### config.mk
export PLATFORM = sky130hd
export DESIGN_NAME = tbip_port
export DESIGN_NICKNAME = d
export VERILOG_FILES = /design/src/tbip_pkg.sv /design/src/tbip_port.sv /design/src/tbip_sync.sv
export VERILOG_INCLUDE_DIRS = /design/src
export SDC_FILE = /design/constraint.sdc
export NUM_CORES = 1
export LEC_CHECK = 0
export ABC_AREA = 1
export BUFFER_PORTS_ARGS = -buffer_cell sky130_fd_sc_hd__buf_4
export CORE_UTILIZATION = 34
export CTS_CLUSTER_DIAMETER = 200
export CTS_CLUSTER_SIZE = 30
export DETAILED_ROUTE_END_ITERATION = 6
export GPL_TIMING_DRIVEN = 1
export PLACE_DENSITY = 0.73
export SYNTH_ARGS = -nofsm -noshare
export SYNTH_HDL_FRONTEND = slang
export SYNTH_SLANG_ARGS = --single-unit
export TNS_END_PERCENT = 100
### constraint.sdc
create_clock -name clock -period 0.85 [get_ports clock]
set_clock_uncertainty 0.05 [all_clocks]
set_input_delay 0.085 -clock clock [delete_from_list [all_inputs] [get_ports clock]]
set_output_delay 0.085 -clock clock [all_outputs]
set_load 0.02 [all_outputs]
### src/tbip_map.svh
// Register map, field positions and reset values of the two-bit input port.
// Assumes a 32-bit Avalon-MM slave with word addressing; included by bare name.
`ifndef TBIP_MAP_SVH
`define TBIP_MAP_SVH

// Register indices; the slave's word address equals the index
`define TBIP_OFS_LEVEL    16'hF208
`define TBIP_OFS_PULL_LO  16'hF20A
`define TBIP_OFS_PULL_HI  16'hF20B

// Field layout
`define TBIP_PINS         2
`define TBIP_PIN_MSB      1
`define TBIP_PIN0         0
`define TBIP_WORD_HI_LSB  8

// Reset value of both pull-select registers
`define TBIP_PULL_RESET   2'h0

// Byte enable pattern of a plain byte access on lane 0
`define TBIP_BE_BYTE0     4'h1

`endif

### src/tbip_pkg.sv
// Types shared by the two-bit input port and its users.
// Assumes nothing beyond a SystemVerilog compiler.
package tbip_pkg;

  // Bus handshake states
  typedef enum logic {
    TBIP_BUS_IDLE,
    TBIP_BUS_ACK
  } tbip_bus_e;

  // Input mode of one pin
  typedef enum logic [1:0] {
    TBIP_PULL_NONE,
    TBIP_PULL_DOWN,
    TBIP_PULL_UP
  } tbip_pull_e;

  // Resistor controls towards the pad cells, one bit per pin
  typedef struct packed {
    logic [1:0] pull_up;
    logic [1:0] pull_down;
  } tbip_pad_s;

endpackage : tbip_pkg

### src/tbip_port.sv
// Two-bit input port: pin level register and per-pin pull selection.
// Assumes an Avalon-MM master with word addressing, pins asynchronous to clock,
// and the clock generator's external clock mode bit arriving synchronous.
//
// Register access over Avalon-MM was left to the implementer.
`include "tbip_map.svh"

module tbip_port #(
  parameter int ADDR_W = 16
) (
  input  wire logic [ADDR_W-1:0] address,
  input  wire logic              read,
  input  wire logic              write,
  input  wire logic [31:0]       writedata,
  input  wire logic [3:0]        byteenable,
  output logic      [31:0]       readdata,
  output logic                   waitrequest,
  input  wire logic [1:0]        pin_in,
  input  wire logic              ext_clock_mode_bit,
  output tbip_pkg::tbip_pad_s    pad_ctrl,
  input  wire logic              clock,
  input  wire logic              rstn
);

  localparam logic [ADDR_W-1:0] OFS_LEVEL   = ADDR_W'(`TBIP_OFS_LEVEL);
  localparam logic [ADDR_W-1:0] OFS_PULL_LO = ADDR_W'(`TBIP_OFS_PULL_LO);
  localparam logic [ADDR_W-1:0] OFS_PULL_HI = ADDR_W'(`TBIP_OFS_PULL_HI);

  tbip_pkg::tbip_bus_e bus_state_q;
  tbip_pkg::tbip_bus_e bus_state_d;
  logic                waitrequest_q;
  logic                waitrequest_d;
  logic [31:0]         readdata_q;
  logic [31:0]         readdata_d;
  logic [1:0]          pull_lo_q;
  logic [1:0]          pull_lo_d;
  logic [1:0]          pull_hi_q;
  logic [1:0]          pull_hi_d;
  tbip_pkg::tbip_pad_s pad_q;
  tbip_pkg::tbip_pad_s pad_d;
  logic [1:0]          level_sync;
  logic [1:0]          level_view;

  // Decode one pin's select pair into its input mode
  function automatic tbip_pkg::tbip_pull_e pull_decode(
    input logic hi,
    input logic lo
  );
    tbip_pkg::tbip_pull_e mode;
    case ({hi, lo})
      2'h1:    mode = tbip_pkg::TBIP_PULL_DOWN;
      2'h2:    mode = tbip_pkg::TBIP_PULL_UP;
      default: mode = tbip_pkg::TBIP_PULL_NONE;
    endcase
    return mode;
  endfunction : pull_decode

  // Read value of an address; upper bits stay zero
  function automatic logic [31:0] read_mux(
    input logic [ADDR_W-1:0] addr,
    input logic [3:0]        be,
    input logic [1:0]        level,
    input logic [1:0]        lo,
    input logic [1:0]        hi
  );
    logic [31:0] data;
    data = '0;
    if (addr == OFS_LEVEL) begin
      data[`TBIP_PIN_MSB:0] = level;
    end else if (addr == OFS_PULL_LO) begin
      data[`TBIP_PIN_MSB:0] = lo;
      if (be[1]) begin
        data[`TBIP_WORD_HI_LSB+`TBIP_PIN_MSB:`TBIP_WORD_HI_LSB] = hi;
      end
    end else if (addr == OFS_PULL_HI) begin
      data[`TBIP_PIN_MSB:0] = hi;
    end
    return data;
  endfunction : read_mux

  // Pin levels are asynchronous, so they are resynchronised first
  tbip_sync #(
    .WIDTH (`TBIP_PINS)
  ) u_sync (
    .clock (clock),
    .rstn  (rstn),
    .din   (pin_in),
    .dout  (level_sync)
  );

  // Pin 0 hides its level while it serves as the clock input
  always_comb begin
    level_view = level_sync;
    level_view[`TBIP_PIN0] = level_sync[`TBIP_PIN0] & ~ext_clock_mode_bit;
  end

  // Bus handshake: one wait cycle, then one cycle with waitrequest low.
  // Writes land at the edge where the master sees waitrequest low.
  always_comb begin
    bus_state_d   = bus_state_q;
    waitrequest_d = 1'b1;
    readdata_d    = readdata_q;
    pull_lo_d     = pull_lo_q;
    pull_hi_d     = pull_hi_q;
    case (bus_state_q)
      tbip_pkg::TBIP_BUS_IDLE: begin
        if (read || write) begin
          bus_state_d   = tbip_pkg::TBIP_BUS_ACK;
          waitrequest_d = 1'b0;
          if (read) begin
            readdata_d = read_mux(address, byteenable, level_view, pull_lo_q, pull_hi_q);
          end else begin
            readdata_d = '0;
          end
        end
      end
      tbip_pkg::TBIP_BUS_ACK: begin
        bus_state_d = tbip_pkg::TBIP_BUS_IDLE;
        if (write) begin
          if (address == OFS_PULL_LO) begin
            if (byteenable[0]) begin
              pull_lo_d = writedata[`TBIP_PIN_MSB:0];
            end
            if (byteenable[1]) begin
              // Word access spans into the high register
              pull_hi_d = writedata[`TBIP_WORD_HI_LSB+`TBIP_PIN_MSB:`TBIP_WORD_HI_LSB];
            end
          end else if (address == OFS_PULL_HI && byteenable == `TBIP_BE_BYTE0) begin
            pull_hi_d = writedata[`TBIP_PIN_MSB:0];
          end
          // Level register and unmapped addresses ignore writes
        end
      end
      default: begin
        bus_state_d = tbip_pkg::TBIP_BUS_IDLE;
      end
    endcase
  end

  // Register the bus and control state
  always_ff @(posedge clock or negedge rstn) begin
    if (!rstn) begin
      bus_state_q   <= tbip_pkg::TBIP_BUS_IDLE;
      waitrequest_q <= 1'b1;
      readdata_q    <= '0;
      pull_lo_q     <= `TBIP_PULL_RESET;
      pull_hi_q     <= `TBIP_PULL_RESET;
    end else begin
      bus_state_q   <= bus_state_d;
      waitrequest_q <= waitrequest_d;
      readdata_q    <= readdata_d;
      pull_lo_q     <= pull_lo_d;
      pull_hi_q     <= pull_hi_d;
    end
  end

  // Pad controls; a pin never gets both resistors, and it is never driven
  always_comb begin
    pad_d = '0;
    for (int i = 0; i < `TBIP_PINS; i++) begin
      pad_d.pull_down[i] = (pull_decode(pull_hi_q[i], pull_lo_q[i])
                            == tbip_pkg::TBIP_PULL_DOWN);
      pad_d.pull_up[i]   = (pull_decode(pull_hi_q[i], pull_lo_q[i])
                            == tbip_pkg::TBIP_PULL_UP);
    end
  end

  // Pad register; one cycle behind the select bits, harmless for resistors
  always_ff @(posedge clock or negedge rstn) begin
    if (!rstn) begin
      pad_q <= '0;
    end else begin
      pad_q <= pad_d;
    end
  end

  assign readdata    = readdata_q;
  assign waitrequest = waitrequest_q;
  assign pad_ctrl    = pad_q;

  // Waitrequest drops for exactly one cycle, one edge after a request
  bus_ack_one_a: assert property (
    @(posedge clock) disable iff (!rstn)
    (bus_state_q == tbip_pkg::TBIP_BUS_IDLE && (read || write))
      |=> !waitrequest ##1 waitrequest
  ) else $error("waitrequest did not pulse low for one cycle");

  // Outside clock mode a level read carries the twice-registered pins
  level_read_a: assert property (
    @(posedge clock) disable iff (!rstn)
    (bus_state_q == tbip_pkg::TBIP_BUS_IDLE && read && address == OFS_LEVEL
     && !ext_clock_mode_bit && $past(rstn, 3))
      |=> readdata == {30'h0, $past(pin_in, 3)}
  ) else $error("level read does not match synchronised pins");

  // Clock mode forces the pin 0 bit low
  ext_mask_a: assert property (
    @(posedge clock) disable iff (!rstn)
    (bus_state_q == tbip_pkg::TBIP_BUS_IDLE && read && address == OFS_LEVEL
     && ext_clock_mode_bit)
      |=> readdata[0] == 1'b0
  ) else $error("pin 0 level visible in external clock mode");

  // Pin 0 pull-down follows select 01 and pin 1 pull-up follows 10, one edge later
  pull_decode_a: assert property (
    @(posedge clock) disable iff (!rstn)
    1'b1 |=> (pad_ctrl.pull_down[0] == ($past(pull_hi_q[0]) == 1'b0 && $past(pull_lo_q[0])))
          && (pad_ctrl.pull_up[1] == ($past(pull_hi_q[1]) && $past(pull_lo_q[1]) == 1'b0))
  ) else $error("pad controls disagree with select bits");

  // No pin ever has both resistors
  no_both_pulls_a: assert property (
    @(posedge clock) disable iff (!rstn)
    (pad_ctrl.pull_up & pad_ctrl.pull_down) == 2'h0
  ) else $error("pull-up and pull-down enabled together");

  // A 16-bit write to the low register also loads the high register
  word_write_a: assert property (
    @(posedge clock) disable iff (!rstn)
    (bus_state_q == tbip_pkg::TBIP_BUS_ACK && write && address == OFS_PULL_LO
     && byteenable[1:0] == 2'h3)
      |=> pull_hi_q == $past(writedata[9:8]) && pull_lo_q == $past(writedata[1:0])
  ) else $error("word write did not span both control registers");

  // Wider access to the high register is refused
  hi_byte_only_a: assert property (
    @(posedge clock) disable iff (!rstn)
    (bus_state_q == tbip_pkg::TBIP_BUS_ACK && write && address == OFS_PULL_HI
     && byteenable != `TBIP_BE_BYTE0)
      |=> $stable(pull_hi_q) && $stable(pull_lo_q)
  ) else $error("non-byte write changed the high register");

  // Reads of any address leave bits above the low field of each byte zero
  reserved_zero_a: assert property (
    @(posedge clock) disable iff (!rstn)
    !waitrequest |-> (readdata & 32'hFFFF_FCFC) == 32'h0
  ) else $error("reserved read bits not zero");

  // Both control registers are clear right after reset release
  reset_clear_a: assert property (
    @(posedge clock) disable iff (!rstn)
    !$past(rstn) |-> pull_lo_q == 2'h0 && pull_hi_q == 2'h0 && pad_ctrl == '0
  ) else $error("control registers not cleared by reset");

  // A byte write to the low register loads only the low select bits
  pull_low_write_a: assert property (
    @(posedge clock) disable iff (!rstn)
    (bus_state_q == tbip_pkg::TBIP_BUS_ACK && write && address == OFS_PULL_LO
     && byteenable[1:0] == 2'h1)
      |=> pull_lo_q == $past(writedata[1:0]) && $stable(pull_hi_q)
  ) else $error("byte write to the low register went astray");

  // A byte write to the high register loads only the high select bits
  pull_high_write_a: assert property (
    @(posedge clock) disable iff (!rstn)
    (bus_state_q == tbip_pkg::TBIP_BUS_ACK && write && address == OFS_PULL_HI
     && byteenable == `TBIP_BE_BYTE0)
      |=> pull_hi_q == $past(writedata[1:0]) && $stable(pull_lo_q)
  ) else $error("byte write to the high register went astray");

  // Writes to the level register or unmapped addresses change no select bit
  stray_write_a: assert property (
    @(posedge clock) disable iff (!rstn)
    (bus_state_q == tbip_pkg::TBIP_BUS_ACK && write && address != OFS_PULL_LO
     && address != OFS_PULL_HI)
      |=> $stable(pull_lo_q) && $stable(pull_hi_q)
  ) else $error("write outside the control registers changed a select bit");

  // Every pin: code 10 turns on the pull-up, 01 the pull-down, others neither
  pad_decode_a: assert property (
    @(posedge clock) disable iff (!rstn)
    1'b1 |=> pad_ctrl.pull_up == ($past(pull_hi_q) & ~$past(pull_lo_q))
          && pad_ctrl.pull_down == ($past(pull_lo_q) & ~$past(pull_hi_q))
  ) else $error("pad controls disagree with select codes");

  // A word read of the low register returns both select bytes
  word_read_a: assert property (
    @(posedge clock) disable iff (!rstn)
    (bus_state_q == tbip_pkg::TBIP_BUS_IDLE && read && address == OFS_PULL_LO
     && byteenable[1:0] == 2'h3)
      |=> readdata == {22'h0, $past(pull_hi_q), 6'h0, $past(pull_lo_q)}
  ) else $error("word read of the select registers is wrong");

  // The high register reads its select bits in the low byte
  high_read_a: assert property (
    @(posedge clock) disable iff (!rstn)
    (bus_state_q == tbip_pkg::TBIP_BUS_IDLE && read && address == OFS_PULL_HI)
      |=> readdata == {30'h0, $past(pull_hi_q)}
  ) else $error("high select register read is wrong");

  // Unmapped addresses read as zero
  unmapped_read_a: assert property (
    @(posedge clock) disable iff (!rstn)
    (bus_state_q == tbip_pkg::TBIP_BUS_IDLE && read && address != OFS_LEVEL
     && address != OFS_PULL_LO && address != OFS_PULL_HI)
      |=> readdata == 32'h0
  ) else $error("unmapped address read not zero");

  // Clock mode hides only pin 0; pin 1 still reads its synchronised level
  pin1_clock_mode_a: assert property (
    @(posedge clock) disable iff (!rstn)
    (bus_state_q == tbip_pkg::TBIP_BUS_IDLE && read && address == OFS_LEVEL
     && ext_clock_mode_bit && $past(rstn, 3))
      |=> readdata[1] == $past(pin_in[1], 3)
  ) else $error("pin 1 level lost in external clock mode");

endmodule : tbip_port

### src/tbip_sync.sv
// Two-stage synchroniser for asynchronous pin levels.
// Assumes one clock and an active-low asynchronous reset.
module tbip_sync #(
  parameter int WIDTH = 2
) (
  input  wire logic             clock,
  input  wire logic             rstn,
  input  wire logic [WIDTH-1:0] din,
  output logic      [WIDTH-1:0] dout
);

  logic [WIDTH-1:0] meta_q;
  logic [WIDTH-1:0] meta_d;
  logic [WIDTH-1:0] sync_q;
  logic [WIDTH-1:0] sync_d;

  // First stage feeds only the second stage
  always_comb begin
    meta_d = din;
    sync_d = meta_q;
  end

  // Both stages clear to low; the pins take over two edges later
  always_ff @(posedge clock or negedge rstn) begin
    if (!rstn) begin
      meta_q <= '0;
      sync_q <= '0;
    end else begin
      meta_q <= meta_d;
      sync_q <= sync_d;
    end
  end

  assign dout = sync_q;

endmodule : tbip_sync
; After elaboration in Yosys (flattened, before gate mapping)
; Cells that the tools add are included.
[word_totals]
regBits = 46
mem_bits_rw = 0
latchBits = 0
mem_count = 0
output_inout_bits = 37
in_bits = 59
mem_bits_ro = 0
[op_classes]
n_addsub = 0
shifts = 0
n_reduce_logical = 6
n_bitwise = 3
n_mux = 16
div_mod_pow = 0
mul = 0
n_lt_le_gt_ge = 0
n_eq_ne = 13
[op_table]
columns = cell, n
row1 = 16-bit == test (second input constant), 3
row2 = 2-bit two-way mux, 9
row3 = 10-bit two-way mux, 1
row4 = 2-bit by 1-bit == test with 1-bit output (second input constant), 4
row5 = 2-bit == test (second input constant), 4
row6 = 2-bit one-hot mux with 2 select lines, 2
row7 = 4-bit AND reduction, 2
row8 = 4-bit by 1-bit == test with 1-bit output (second input constant), 1
row9 = 1-bit two-way mux, 3
row10 = 2-bit != test (second input constant), 1
row11 = 1-bit inverter, 2
row12 = 1-bit one-hot mux with 2 select lines, 1
row13 = 2-bit AND reduction, 1
row14 = 2-bit nonzero test, 1
row15 = 1-bit AND, 1
row16 = 1-bit logical AND, 1
row17 = 1-bit logical OR, 1

; Longest topological paths before layout
[logic_depth]
ltp_word = 5
mapped_depth = 10
mapped_depth_nobuf = 10

; Hierarchy
; A second synthesis with hierarchy kept.
[hier_totals]
cells_unflattened = 169
hier_area_um2 = 1234.9
[by_module_without_submodules]
columns = mod, area_per_inst_um2, cells_each, n_inst
row1 = tbip_port, 1134.8, 165, 1
row2 = tbip_sync, 100.1, 4, 1

; Worst setup path before layout
; No wires, ideal clock.
[synth_timing]
path_kind = input port to flip-flop
from = input address[10]
to = register pull_hi_q[0]
path_buffers = 0
arrival_ns = 0.805
stages = 8
required_ns = 0.683
setup_slack_ns = -0.122
setup_ns = 0.117
path_cell_list = nor2_2 -> nand2_2 -> nor2_4 -> nand3_1 -> nand2_2 -> nand2_1 -> nand2_1 -> nand2_1
[synth_between]
elab_chain_len = 4
elab_cells_between_ends = 7
[synth_lines]
columns = element, line_no
row1 = "start, declared", tbip_port.sv:11  ; input wire logic [ADDR_W-1:0] address,
row2 = 16-bit == test, tbip_port.sv:128  ; end else if (address == OFS_PULL_HI && byteenable == `TBIP_BE_BYTE0) begin
row3 = 1-bit logical AND (no source line), --
row4 = 2-bit nonzero test (no source line), --
row5 = 4-bit AND reduction (no source line), --
row6 = "end signal, assigned", tbip_port.sv:147  ; pull_hi_q <= `TBIP_PULL_RESET;
row7 = "end signal, assigned", tbip_port.sv:153  ; pull_hi_q <= pull_hi_d;
row8 = "end, declared", tbip_port.sv:37  ; logic [1:0] pull_hi_q;
; Parallel ways exist; a longest one is shown, timed or not.
; A chain may end at the register's enable or synchronous reset.

; Worst setup path in the final report
[layout_timing]
from = register waitrequest_q, in the netlist waitrequest
to = output waitrequest
[layout_rtl]
columns = element, line_no
row1 = "start, declared", tbip_port.sv:31  ; logic waitrequest_q;
row2 = "start signal, assigned", tbip_port.sv:150  ; waitrequest_q <= waitrequest_d;
row3 = "end, declared", tbip_port.sv:17  ; output logic waitrequest,
; No word-level cell between the ends.

==> flow_summary.toml <==
[layout]
area_growth_pct = 49.7
drive_gt1_share_pct = 42.7
antenna_cells = 0
post-route-util_pct = 54.1
fin_nets = 266
finalInstanceArea_um2 = 1670

[status]
outcome = "finished, violations left"
violations = "negative setup slack"

[logic_synthesis]
ys_ff_latch = 18
synth_area_um2 = 1110
synthAdderAreaFrac_pct = 0
synth-edff-count = 0
syn_inst = 147
yosys_most_used_dff = "dfrtp_1"
synth_top_family_by_area = "simple AND/OR/NAND/NOR gates"
ys_warn_count = 0
synth_compound_area_share_pct = 0.899
syn_avg_cell_area_um2 = 7.58
synth_xor_area_share_pct = 0
yosys-mux-area-fraction_pct = 0
synth-simple-area-share_pct = 32.6
ys_async_sr_fraction_pct = 100
seq_area_frac_synth_pct = 40.6
synth_cell_type_count = 16

[power]
clockPowerShare_pct = 27.6
p_switching_w = 0.000515
internal-power_w = 0.00132
totalPowerFinal_w = 0.00183
sequentialPowerShare_pct = 49.2
switching_share_pct = 28.1
power.density_nw_per_um2 = 1100
p_leak_nw = 0.942
vdd.ir_drop.worst_uv = 766
power_frac_comb_pct = 23.2

[placement]
hpwl_um = 1860
placed_area_um2 = 1450
gp_congestion = 0.842
portBuffers = 39

[worst_setup_path]
critPathMaxStageDelay_ns = 0.53
arrival_ns = 0.93
crit_fanout = 1
setup.worst_path.end_class = "output pin"
cp_cell_sequence = "buf_6"
required_ns = 0.71
path_class = "reg2out"
crit_buf_inv = 1
critPathSlowestCell = "dfstp_2"
start_kind = "register"
critPathTopFamily = "flip-flops"

[clocking]
cts_buffer_depth = 2
cts_buffers = 3
ctsRootBufferMaster = "clkbuf_4"
h-tree-depth = 1
insertion_delay_ns = 0.29
clk_pin_slew_worst_paths_ns = 0.09
tritoncts = "built"
clkSinkCount = 18

[floorplanning]
design.core.area_um2 = 3080
fp.dieH_um = 59.2
num_rows = 20
initial_core_util_pct = 36.2
die_w_um = 59.2
io_pins = 96
die_area_um2 = 3510

[timing]
drv_slew = 0
setup_viol = 19
timing.fmax_mhz = 942
finalHoldViolCount = 0
post-route-min-period_ns = 1.06
rsz0062_at_grt = "yes"
setup_ws_ns = -0.212
min_period_over_period_pct = 125
holdWs_ns = 0.0230

[routing]
firstDrtPassIters = 4
drc = 0
finalWirelength_um = 2280
vias_per_cell = 3.99
wl_per_cell_um = 9.12
vias = 998
first_iter_violations = 16
postRouteAntennaNets = 0

[grt]
antenna_found_initial = 0
grt_overflow_total = 0
grt_first_pass_wirelength_um = 3980
grt_max_degree = 19
grt.total_usage_pct = 15.2
grt_pass1_vias = 984

[worst_hold_path]
hold_path.class = "in2reg"

[job]
max_cap_violations = 0
## per-stage QoR
| step | instances | setup TNS [ns] | setup WS [ns] |
|---|---|---|---|
| 6_report | 250 | -1.81 | -0.212 |
| 5_1_grt | 250 | -2.88 | -0.265 |
| 4_1_cts | 249 | -1.88 | -0.226 |
| 3_5_place_dp | 237 | -2.40 | -0.347 |
| 3_3_place_gp | 237 | -2.28 | -0.313 |
| 2_1_floorplan | 174 | -0.602 | -0.109 |
## area by class of cell
cell class              instances  area [um2]
clock buffers                   4        36.3
fillers                       309        1410
inverters                      20        80.1
multi-input cells             108         571
flip-flops and latches         18         453
well taps                      44        55.1
repair buffers                 56         472
## power by group through the flow
| stage | Clock, W | Combinational (W) | Sequential (W) |
|---|---|---|---|
| 3_5_place_dp | 0 | 0.000355 | 0.000907 |
| 3_3_place_gp | 0 | 0.000353 | 0.000907 |
| 4_1_cts | 0.000537 | 0.000398 | 0.000894 |
| 6_report | 0.000506 | 0.000425 | 0.000901 |
| 5_1_grt | 0.000581 | 0.000469 | 0.000904 |
| 2_1_floorplan | 0 | 0.000282 | 0.000913 |
## cell families after synthesis
kind of cell,Yosys count
flip-flops,18
other,1
AO/OA/AOI/OAI,2
buffers and inverters,48
AND/OR/NAND/NOR,78
## flip-flops by register name, indices dropped and copies added, names as in the netlist
name	flops
bus_state_q	1
pad_ctrl	4
pull_hi_q	2
pull_lo_q	2
readdata	4
u_sync.dout	2
u_sync.meta_q	2
waitrequest	1
## final timing paths
path,from,end,slack [ns],cells past startpoint
min in group asynchronous,rstn,pad_ctrl[0],0.14,2
worst min register to register,u_sync.meta_q[0],u_sync.dout[0],0.31,0
worst max register to register,bus_state_q,readdata[8],-0.12,4
worst min-delay path,writedata[1],pull_lo_q[1],0.02,3
worst max-delay path,waitrequest,waitrequest,-0.21,1
max in group asynchronous,rstn,waitrequest,0.36,2
## cells in the final DEF, fill, tap and decap left out
cell and count:
nor2_4 7, nor3_4 1, clkbuf_8 1, nand3_2 4
dfstp_2 1, dlygate4sd3_1 4, nand2_1 26, dfrtp_2 1
nor2_2 1, nand2_4 3, inv_4 2, clkbuf_4 3
inv_2 3, buf_4 41, buf_6 11, conb_1 28
nand3_1 8, inv_1 15, nand2_2 9, o21ai_1 2
nand4_1 6, nor2_1 13, dfrtp_1 16
## routing by layer
metal	track usage [%]	routed length (um)
met1	17.5	939
met2	27.1	1210
met4	4.08	19
met3	4.59	109
met5	0	0
## synthesized netlist by cell type (2+ instances only)
cell / instances / share of area, %
nor2_1: 17 / 5.7
nand3_1: 12 / 5.4
nor2_2: 3 / 1.7
nand2_1: 33 / 11
inv_1: 17 / 5.7
buf_4: 28 / 19
inv_2: 2 / 0.67
o21ai_1: 2 / 0.90
dfrtp_1: 17 / 38
nand2_2: 5 / 2.8
nand4_1: 6 / 3.4
## timing repair
item / CTS / global route
hold buffers: 4 / 0
endpoints found under the setup margin: 17 / 19
pin swaps: 9 / 5
setup buffers: 4 / 1
gates resized for setup: 17 / 14
endpoints found under the hold margin: 21 / 0
(Power assumes the default switching activity.)
